===== config.mk =====
export PLATFORM = sky130hd
export DESIGN_NAME = aics_top
export DESIGN_NICKNAME = d
export VERILOG_FILES = /design/src/rtl/aics_pkg.sv /design/src/rtl/aics_top.sv
export VERILOG_INCLUDE_DIRS = /design/src /design/src/rtl
export SDC_FILE = /design/constraint.sdc
export NUM_CORES = 1
export LEC_CHECK = 0
export BUFFER_PORTS_ARGS = -buffer_cell sky130_fd_sc_hd__buf_2
export CORE_AREA = 2 2 142 144
export DETAILED_ROUTE_END_ITERATION = 10
export DIE_AREA = 0 0 144 146
export GPL_TIMING_DRIVEN = 0
export SLEW_MARGIN = 40
export SYNTH_ARGS = -nofsm -noshare
export SYNTH_HDL_FRONTEND = slang
export SYNTH_SLANG_ARGS = --single-unit

===== constraint.sdc =====
create_clock -name CORE_CLK -period 4.05 [get_ports CORE_CLK]
set_clock_uncertainty 0.2 [all_clocks]
set_input_delay 0.81 -clock CORE_CLK [delete_from_list [all_inputs] [get_ports CORE_CLK]]
set_output_delay 0.81 -clock CORE_CLK [all_outputs]
set_load 0.02 [all_outputs]

===== src/rtl/aics_map.svh =====
// Summary of operation
// - opcode 06h returns the device to defaults; host sends it once after power-up.
// - opcode 40h plus one byte writes the configuration; continuous gain four is 12h.
// - opcode 20h makes the device return the current configuration byte.
// - opcode 08h in continuous mode starts back to back conversions.
// - result_ready_n goes low on each new result; host reads on the falling edge.
// - opcode 10h returns the latest conversion result as exactly three bytes.
// - opcode 02h halts conversions and enters the low power state.
// - input_select_field 111 shorts both converter inputs at mid-supply for offset.
// - code scales as input over reference times gain, saturating at full scale.
// - at 90 SPS every conversion takes about 11.3 ms.
// - configuration holds gain four and single-shot or continuous mode; defaults are gain four off and single-shot.
// - the device never pulls the serial clock line low.
// - result_ready_n is open drain, pulling low only.
`ifndef AICS_MAP_SVH
`define AICS_MAP_SVH
// ----------------------------------------
// wishbone register offsets
// ----------------------------------------
`define AICS_REG_STATUS   8'h00
`define AICS_REG_CONFIG   8'h04
`define AICS_REG_RESULT   8'h08
`define AICS_REG_DEVADDR  8'h0C
// ----------------------------------------
// opcodes
// ----------------------------------------
`define AICS_OP_RESET     8'h06
`define AICS_OP_CFG_WR    8'h40
`define AICS_OP_CFG_RD    8'h20
`define AICS_OP_START     8'h08
`define AICS_OP_RESULT    8'h10
`define AICS_OP_SLEEP     8'h02
// ----------------------------------------
// configuration fields and reset values
// ----------------------------------------
`define AICS_CFG_SEL_HI   7
`define AICS_CFG_SEL_LO   5
`define AICS_CFG_GAIN     4
`define AICS_CFG_CONT     1
`define AICS_CFG_RST      8'h00
`define AICS_SEL_SHORT    3'h7
`define AICS_DEVADDR_RST  7'h40
`define AICS_CODE_MAX     24'h7FFFFF
`define AICS_CODE_MIN     24'h800000
`define AICS_FILL_BYTE    8'hFF
// ----------------------------------------
// timing
// ----------------------------------------
`define AICS_CLK_NS       5
`define AICS_POR_US       500
`define AICS_CONV_US      11300
`define AICS_POR_CYCLES   (`AICS_POR_US * 1000 / `AICS_CLK_NS)
`define AICS_CONV_CYCLES  (`AICS_CONV_US * 1000 / `AICS_CLK_NS)
`endif


===== src/rtl/aics_pkg.sv =====
package aics_pkg;
	typedef enum logic [2:0] {
		AICS_IDLE,
		AICS_RX,
		AICS_ACK,
		AICS_LOAD,
		AICS_TX,
		AICS_MACK
	} aics_state_t;
	typedef logic [7:0] aics_byte_t;
endpackage


===== src/rtl/aics_top.sv =====
// Chosen here: the placing of the registers and the Wishbone register port.
`timescale 1ns/1ps
`default_nettype none
`include "aics_map.svh"
module aics_top
	import aics_pkg::*;
#(
	parameter int POR_CYCLES  = `AICS_POR_CYCLES,
	parameter int CONV_CYCLES = `AICS_CONV_CYCLES
) (
	input  wire logic        CORE_CLK,
	input  wire logic        RSTN,
	input  wire logic        SCL_IN,
	input  wire logic        SDA_IN,
	output var  logic        SDA_OUT,
	output var  logic        SDA_OE,
	output var  logic        RESULT_READY_N_OUT,
	output var  logic        RESULT_READY_N_OE,
	input  wire logic [24:0] ADC_RAW,
	output var  logic [2:0]  INPUT_SELECT,
	output var  logic        SHORT_INPUTS,
	output var  logic        GAIN_FOUR,
	output var  logic        CONVERTING,
	output var  logic        SLEEP,
	input  wire logic        WB_CYC_I,
	input  wire logic        WB_STB_I,
	input  wire logic        WB_WE_I,
	input  wire logic [7:0]  WB_ADR_I,
	input  wire logic [3:0]  WB_SEL_I,
	input  wire logic [31:0] WB_DAT_I,
	output var  logic [31:0] WB_DAT_O,
	output var  logic        WB_ACK_O
);
	// ----------------------------------------
	// pin synchronisers
	// ----------------------------------------
	logic [2:0] scl_s;
	logic [2:0] sda_s;
	logic       scl_rise;
	logic       scl_fall;
	logic       bus_start;
	logic       bus_stop;
	always_ff @(posedge CORE_CLK or negedge RSTN) begin
		if (!RSTN) begin
			scl_s <= 3'h7;
			sda_s <= 3'h7;
		end else begin
			scl_s <= {scl_s[1:0], SCL_IN};
			sda_s <= {sda_s[1:0], SDA_IN};
		end
	end
	assign scl_rise  = scl_s[1] & ~scl_s[2];
	assign scl_fall  = ~scl_s[1] & scl_s[2];
	assign bus_start = scl_s[1] & scl_s[2] & ~sda_s[1] & sda_s[2];
	assign bus_stop  = scl_s[1] & scl_s[2] & sda_s[1] & ~sda_s[2];

	// ----------------------------------------
	// state
	// ----------------------------------------
	aics_state_t st, next_st;
	logic [2:0]  bit_cnt, next_bit_cnt;
	aics_byte_t  shreg, next_shreg;
	logic [1:0]  byte_idx, next_byte_idx;
	logic        rd_mode, next_rd_mode;
	logic        ack_on, next_ack_on;
	logic        tx_sel, next_tx_sel;
	logic [1:0]  tx_cnt, next_tx_cnt;
	logic [23:0] snap, next_snap;
	aics_byte_t  cfg, next_cfg;
	aics_byte_t  cmd, next_cmd;
	logic        running, next_running;
	logic        sleeping, next_sleeping;
	logic        pending, next_pending;
	logic [21:0] timer, next_timer;
	logic [23:0] result, next_result;
	logic [16:0] por_cnt, next_por_cnt;
	logic        por_done, next_por_done;
	logic [6:0]  dev_addr, next_dev_addr;
	logic        sda_oe, next_sda_oe;
	logic        short_in, next_short_in;
	logic        wb_ack, next_wb_ack;
	logic [31:0] wb_dat, next_wb_dat;
	logic        cmd_fire;
	logic        conv_done;
	aics_byte_t  rx_byte;
	aics_byte_t  tx_byte;

	function automatic logic [23:0] saturate(input logic [24:0] raw);
		if (!raw[24] && raw[23])
			return `AICS_CODE_MAX;
		else if (raw[24] && !raw[23])
			return `AICS_CODE_MIN;
		else
			return raw[23:0];
	endfunction

	// ----------------------------------------
	// next state
	// ----------------------------------------
	always_comb begin
		next_st       = st;
		next_bit_cnt  = bit_cnt;
		next_shreg    = shreg;
		next_byte_idx = byte_idx;
		next_rd_mode  = rd_mode;
		next_ack_on   = ack_on;
		next_tx_sel   = tx_sel;
		next_tx_cnt   = tx_cnt;
		next_snap     = snap;
		next_cfg      = cfg;
		next_cmd      = cmd;
		next_running  = running;
		next_sleeping = sleeping;
		next_pending  = pending;
		next_timer    = timer;
		next_result   = result;
		next_por_cnt  = por_cnt;
		next_por_done = por_done;
		next_dev_addr = dev_addr;
		next_sda_oe   = sda_oe;
		next_wb_dat   = wb_dat;
		cmd_fire      = 1'b0;
		rx_byte       = {shreg[6:0], sda_s[1]};
		if (!tx_sel)
			tx_byte = (tx_cnt == 2'd0) ? cfg : `AICS_FILL_BYTE;
		else
			unique case (tx_cnt)
				2'd0: tx_byte = snap[23:16];
				2'd1: tx_byte = snap[15:8];
				2'd2: tx_byte = snap[7:0];
				default: tx_byte = `AICS_FILL_BYTE;
			endcase
		// bus ignored until internal power-on settling ends
		if (!por_done) begin
			next_por_cnt  = por_cnt + 17'd1;
			next_por_done = (por_cnt == 17'(POR_CYCLES - 1));
		end
		// wishbone: one-cycle answer, dropped the cycle after
		next_wb_ack = WB_CYC_I & WB_STB_I & ~wb_ack;
		if (next_wb_ack) begin
			next_wb_dat = 32'h0;
			unique case (WB_ADR_I)
				`AICS_REG_STATUS:  next_wb_dat = {25'h0, sleeping, running, pending, por_done, st};
				`AICS_REG_CONFIG:  next_wb_dat = {24'h0, cfg};
				`AICS_REG_RESULT:  next_wb_dat = {8'h0, result};
				`AICS_REG_DEVADDR: next_wb_dat = {25'h0, dev_addr};
				default:           next_wb_dat = 32'h0;
			endcase
			if (WB_WE_I && WB_SEL_I[0] && WB_ADR_I == `AICS_REG_CONFIG)
				next_cfg = WB_DAT_I[7:0];
			if (WB_WE_I && WB_SEL_I[0] && WB_ADR_I == `AICS_REG_DEVADDR)
				next_dev_addr = WB_DAT_I[6:0];
		end
		// two-wire slave; only data is ever driven, clock is input-only
		if (!por_done) begin
			next_st = AICS_IDLE;
		end else if (bus_start) begin
			next_st       = AICS_RX;
			next_bit_cnt  = 3'd0;
			next_byte_idx = 2'd0;
			next_ack_on   = 1'b0;
			next_sda_oe   = 1'b0;
		end else if (bus_stop) begin
			next_st     = AICS_IDLE;
			next_sda_oe = 1'b0;
		end else begin
			unique case (st)
				AICS_IDLE: ;
				AICS_RX: if (scl_rise) begin
					next_shreg   = rx_byte;
					next_bit_cnt = bit_cnt + 3'd1;
					if (bit_cnt == 3'd7) begin
						next_st       = AICS_ACK;
						next_byte_idx = (byte_idx == 2'd2) ? 2'd2 : byte_idx + 2'd1;
						if (byte_idx == 2'd0) begin
							next_rd_mode = rx_byte[0];
							if (rx_byte[7:1] != dev_addr)
								next_st = AICS_IDLE;
						end else if (byte_idx == 2'd1) begin
							next_cmd = rx_byte;
							cmd_fire = 1'b1;
						end else if (cmd == `AICS_OP_CFG_WR) begin
							next_cfg = rx_byte;
						end
					end
				end
				AICS_ACK: if (scl_fall) begin
					next_ack_on = ~ack_on;
					next_sda_oe = ~ack_on;
					if (ack_on && rd_mode) begin
						next_sda_oe  = ~tx_byte[7];
						next_shreg   = tx_byte;
						next_bit_cnt = 3'd0;
						next_tx_cnt  = tx_cnt + 2'd1;
						next_st      = AICS_TX;
					end else if (ack_on) begin
						next_st = AICS_RX;
					end
				end
				AICS_LOAD: if (scl_fall) begin
					next_sda_oe = ~shreg[7];
					next_st     = AICS_TX;
				end
				AICS_TX: begin
					if (scl_rise) begin
						next_bit_cnt = bit_cnt + 3'd1;
						if (bit_cnt == 3'd7)
							next_st = AICS_MACK;
					end
					if (scl_fall) begin
						next_shreg  = {shreg[6:0], 1'b1};
						next_sda_oe = ~shreg[6];
					end
				end
				AICS_MACK: begin
					if (scl_fall)
						next_sda_oe = 1'b0;
					if (scl_rise) begin
						next_st = sda_s[1] ? AICS_IDLE : AICS_LOAD;
						next_shreg   = tx_byte;
						next_bit_cnt = 3'd0;
						next_tx_cnt  = (tx_cnt == 2'd3) ? 2'd3 : tx_cnt + 2'd1;
					end
				end
			endcase
		end
		if (cmd_fire) begin
			unique case (rx_byte)
				`AICS_OP_RESET: begin
					next_cfg      = `AICS_CFG_RST;
					next_running  = 1'b0;
					next_sleeping = 1'b0;
					next_pending  = 1'b0;
					next_timer    = 22'd0;
				end
				`AICS_OP_START: begin
					next_running  = 1'b1;
					next_sleeping = 1'b0;
					next_timer    = 22'd0;
				end
				`AICS_OP_RESULT: begin
					next_tx_sel  = 1'b1;
					next_tx_cnt  = 2'd0;
					next_snap    = result;
					next_pending = 1'b0;
				end
				`AICS_OP_CFG_RD: begin
					next_tx_sel = 1'b0;
					next_tx_cnt = 2'd0;
				end
				`AICS_OP_SLEEP: begin
					next_running  = 1'b0;
					next_sleeping = 1'b1;
				end
				default: ;
			endcase
		end
		// conversion timer; a new result beats a same-cycle read clear
		conv_done = running && timer == 22'(CONV_CYCLES - 1);
		if (conv_done) begin
			next_result  = saturate(ADC_RAW);
			next_pending = 1'b1;
		end
		// only reset, start and sleep take the timer over; other opcodes must not stall it
		if (running && !(cmd_fire && rx_byte inside {`AICS_OP_RESET, `AICS_OP_START, `AICS_OP_SLEEP})) begin
			next_timer = conv_done ? 22'd0 : timer + 22'd1;
			if (conv_done)
				next_running = cfg[`AICS_CFG_CONT];
		end
		next_short_in = (next_cfg[`AICS_CFG_SEL_HI:`AICS_CFG_SEL_LO] == `AICS_SEL_SHORT);
	end

	// ----------------------------------------
	// registers
	// ----------------------------------------
	always_ff @(posedge CORE_CLK or negedge RSTN) begin
		if (!RSTN) begin
			st       <= AICS_IDLE;
			bit_cnt  <= 3'd0;
			shreg    <= 8'h00;
			byte_idx <= 2'd0;
			rd_mode  <= 1'b0;
			ack_on   <= 1'b0;
			tx_sel   <= 1'b0;
			tx_cnt   <= 2'd0;
			snap     <= 24'h000000;
			cfg      <= `AICS_CFG_RST;
			cmd      <= 8'h00;
			running  <= 1'b0;
			sleeping <= 1'b0;
			pending  <= 1'b0;
			timer    <= 22'd0;
			result   <= 24'h000000;
			por_cnt  <= 17'd0;
			por_done <= 1'b0;
			dev_addr <= `AICS_DEVADDR_RST;
			sda_oe   <= 1'b0;
			short_in <= 1'b0;
			wb_ack   <= 1'b0;
			wb_dat   <= 32'h0;
		end else begin
			st       <= next_st;
			bit_cnt  <= next_bit_cnt;
			shreg    <= next_shreg;
			byte_idx <= next_byte_idx;
			rd_mode  <= next_rd_mode;
			ack_on   <= next_ack_on;
			tx_sel   <= next_tx_sel;
			tx_cnt   <= next_tx_cnt;
			snap     <= next_snap;
			cfg      <= next_cfg;
			cmd      <= next_cmd;
			running  <= next_running;
			sleeping <= next_sleeping;
			pending  <= next_pending;
			timer    <= next_timer;
			result   <= next_result;
			por_cnt  <= next_por_cnt;
			por_done <= next_por_done;
			dev_addr <= next_dev_addr;
			sda_oe   <= next_sda_oe;
			short_in <= next_short_in;
			wb_ack   <= next_wb_ack;
			wb_dat   <= next_wb_dat;
		end
	end

	// open-drain pins: low level only, enable marks the pull
	assign SDA_OUT            = 1'b0;
	assign SDA_OE             = sda_oe;
	assign RESULT_READY_N_OUT = 1'b0;
	assign RESULT_READY_N_OE  = pending;
	assign INPUT_SELECT       = cfg[`AICS_CFG_SEL_HI:`AICS_CFG_SEL_LO];
	assign SHORT_INPUTS       = short_in;
	assign GAIN_FOUR          = cfg[`AICS_CFG_GAIN];
	assign CONVERTING         = running;
	assign SLEEP              = sleeping;
	assign WB_DAT_O           = wb_dat;
	assign WB_ACK_O           = wb_ack;
endmodule
`default_nettype wire


==> impl_metrics.yaml <==
run_status:
  status: "finished, final reports clean"
clocking:
  clock_latency_ns: 0.43
  post_cts_buffers: 0
  postCtsHoldBufs: 0
  numCtsBuffers: 17
  cts-root-buf: "clkbuf_16"
  clk_pin_slew_ns: 0.07
  cts_resized: 0
  tritoncts: "done"
  clock_sinks: 168
  clockBufferDepth: 2
  htreeDepth: 4
detailed_routing:
  routed_wl_um: 21700
  drtIter0Drc: 450
  vias_per_cell: 5.58
  drtPass1Iterations: 5
  drc: 0
  wl_per_cell_um: 18.2
  vias: 6646
  ant_nets: 0
sta:
  layout_min_cycle_time_ns: 3.21
  finalHoldViolCount: 0
  fin_tns_setup_ns: 0
  rsz0062_at_grt: "false"
  max_freq_ghz: 0.312
  setup_viol_count_final: 0
  finalCritPeriodShare: 0.791
  tightestPinTransition_ns: 0.816
  holdWs_ns: 0.0223
  setup_slack_ns: 0.845
  final_max_slew_viol_count: 0
  maxSlewHeadroom: 0.451
cells_and_area:
  fin_area_mm2: 0.0101
  final_cell_mix: "dfrtp_1 (161), buf_2 (90), nand2_1 (85), o21ai_0 (70), mux2_2 (61)"
  final_common_cell: "dfrtp_1"
  finalCoreUtilization: 0.521
  nNetsFinal: 1005
  area_growth_pct: 17.1
  antennaDiodeCount: 0
  fin_cells: 1192
  fill_cells: 1789
  drive_above_1_share: 0.249
power:
  peakVddDrop_v: 0.000267
  power_mw: 3.58
  power_density_mw_per_mm2: 355
  leakage_nw: 4.64
synthesis:
  post-synth-top-area-cell: "dfrtp_1"
  ys_seq_elements: 168
  synth_area_leaders: "dfrtp_1 (47%), mux2_2 (8.0%), o21ai_0 (4.1%), nand2_1 (3.7%), ha_1 (2.2%)"
  synth_cells: 802
  synth_top_flop_cell: "dfrtp_1"
  async_reset_ff_frac: 1.00
  synthDistinctLibCells: 75
  syn-cell-area_mm2: 0.00861
  synth_top_area_share: 0.468
  synth-seq-area-share: 0.489
  syn_avg_cell_area_um2: 10.7
  yosysWarnings: 0
  synth_edf_count: 0
worst_setup_path:
  r2r_start: "byte_idx[1]$_DFFE_PN0P_"
  critPathMaxStageDelay_ns: 0.76
  path_class: "register to register"
  r2r_cells: 8
  end_kind: "register"
  r2r_end: "timer[17]$_DFFE_PN0P_"
  required_ns: 4.19
  r2r_slack_ns: 0.84
  crit_fanout: 10
  worstPathCellList: "inv_1 -> ha_1 -> nor3b_1 -> nand3_1 -> nor4_2 -> clkbuf_1 -> o21ai_0 -> o211ai_1"
  cp-start-kind: "register"
  cp.arrival_ns: 3.35
  worst_path_max_delay_cell: "nor4_2"
global_route:
  grt_start_max_net_pins: 74
  antenna_found_initial: 0
  grt_util_met2: 0.325
  gr-usage-met1: 0.314
  grt-busiest-layer: "met2"
  gr-total-overflow: 0
  grt_pass1_vias: 6242
  track_usage: 0.212
  grt_pass1_wl_um: 34900
  use_met3: 0.0339
floorplanning:
  initial_core_util: 0.445
  die_h_um: 146
  rows: 51
  die_area_mm2: 0.0210
  pin_count: 120
  dieWidth_um: 144
  core_area_mm2: 0.0193
min_path:
  min_path_type: "input pin to asynchronous set/reset pin"
run:
  cap_violations: 0
place:
  hpwl_um: 15500
  gp_congestion: 0.837
  place_ws_ns: 0.667
  io_buffers: 82
  numPlacedInstances: 1160
  dpl-instance-area_mm2: 0.00946
[worst max path at each step]
stage	startpoint	to	slack, ns	cells after the start
2_1_floorplan	WB_ADR_I[1]	SHORT_INPUTS$_DFF_PN0_	1.12	5
3_3_place_gp	RSTN	timer[3]$_DFFE_PN0P_	-0.79	1
3_5_place_dp	WB_ADR_I[1]	WB_DAT_O[22]$_DFFE_PN0N_	0.67	7
4_1_cts	st[1]$_DFFE_PN0P_	timer[18]$_DFFE_PN0P_	0.90	7
5_1_grt	byte_idx[1]$_DFFE_PN0P_	timer[18]$_DFFE_PN0P_	0.52	8
6_report	byte_idx[1]$_DFFE_PN0P_	timer[17]$_DFFE_PN0P_	0.84	8
[registers in the layout (all words and copies together) (netlist names), 2 cells and up]
register / count
bit_cnt: 3
tx_cnt: 2
WB_DAT_O: 24
snap: 24
timer: 22
scl_s: 3
result: 24
byte_idx: 2
sda_s: 3
cfg: 8
cmd: 8
st: 3
dev_addr: 7
por_cnt: 17
shreg: 8
[area by class of cell]
| class | instances | area [µm²] | area share |
|---|---|---|---|
| Inverter | 17 | 63.8 | 0.00633 |
| Sequential cell | 168 | 4210 | 0.418 |
| Clock inverter | 14 | 179 | 0.0178 |
| Timing Repair Buffer | 84 | 475 | 0.0472 |
| Buffer | 60 | 285 | 0.0283 |
| Tap cell | 265 | 332 | 0.0329 |
| Multi-Input combinational cell | 566 | 4090 | 0.406 |
| Clock buffer | 18 | 439 | 0.0436 |
[report_power, final]
group | total [mW] | switching, mW | leakage [nW] | internal, mW
combinational | 0.153 | 0.0938 | 2.13 | 0.0594
clock | 1.72 | 0.762 | 0.294 | 0.955
sequential | 1.71 | 0.0130 | 2.21 | 1.69
[synthesized netlist by cell type (3+ instances only)]
| library cell | n |
|---|---|
| nor4b_1 | 5 |
| a31oi_1 | 7 |
| nor2b_1 | 7 |
| nand4_1 | 20 |
| xor2_1 | 7 |
| or2_2 | 6 |
| o221ai_1 | 4 |
| maj3_1 | 11 |
| o311ai_0 | 3 |
| a22o_1 | 18 |
| a22oi_1 | 9 |
| nor3_1 | 5 |
| and3_1 | 5 |
| o21ai_0 | 70 |
| clkbuf_1 | 37 |
| nand3_1 | 34 |
| mux2_2 | 61 |
| nor2_1 | 28 |
| nand2_1 | 85 |
| o211a_1 | 5 |
| dfstp_2 | 7 |
| o211ai_1 | 6 |
| o31ai_1 | 3 |
| nor3b_1 | 7 |
| inv_1 | 15 |
| nand4b_1 | 5 |
| mux2i_1 | 11 |
| nand3b_1 | 4 |
| ha_1 | 15 |
| dfrtp_1 | 161 |
| buf_4 | 13 |
| mux4_2 | 7 |
| and3b_1 | 3 |
| xnor2_1 | 20 |
| and4_1 | 14 |
| a221o_1 | 3 |
| nand2b_1 | 5 |
| buf_2 | 9 |
| a21oi_1 | 11 |
| nor4_1 | 6 |
| and2_1 | 5 |
[critical path: cells and delay by family (launching register included)]
kind	cells	cell delay [ns]
AOI/OAI and AO/OA	2	0.31
adders and majority gates	1	0.21
buffers and inverters	2	0.61
DFF	1	0.36
and+or+nand+nor	3	1.44
[per-layer routing]
metal | vias to the layer above | share of wire | routed length [µm]
li1 | 3142 | - | -
met1 | 3323 | 0.48 | 10300
met2 | 159 | 0.47 | 10200
met3 | 22 | 0.043 | 931
met4 | 0 | 0.011 | 246
met5 | - | 0 | 0
[kinds of logic after synthesis]
group,share of synthesized area
and+or+nand+nor,0.166
DFF,0.489
AOI/OAI and AO/OA,0.128
muxes,0.114
buffers and inverters,0.0406
xor gates and xnor gates,0.0275
adders and majority gates,0.0346
other,0.000436
(Power assumes the default switching activity.)
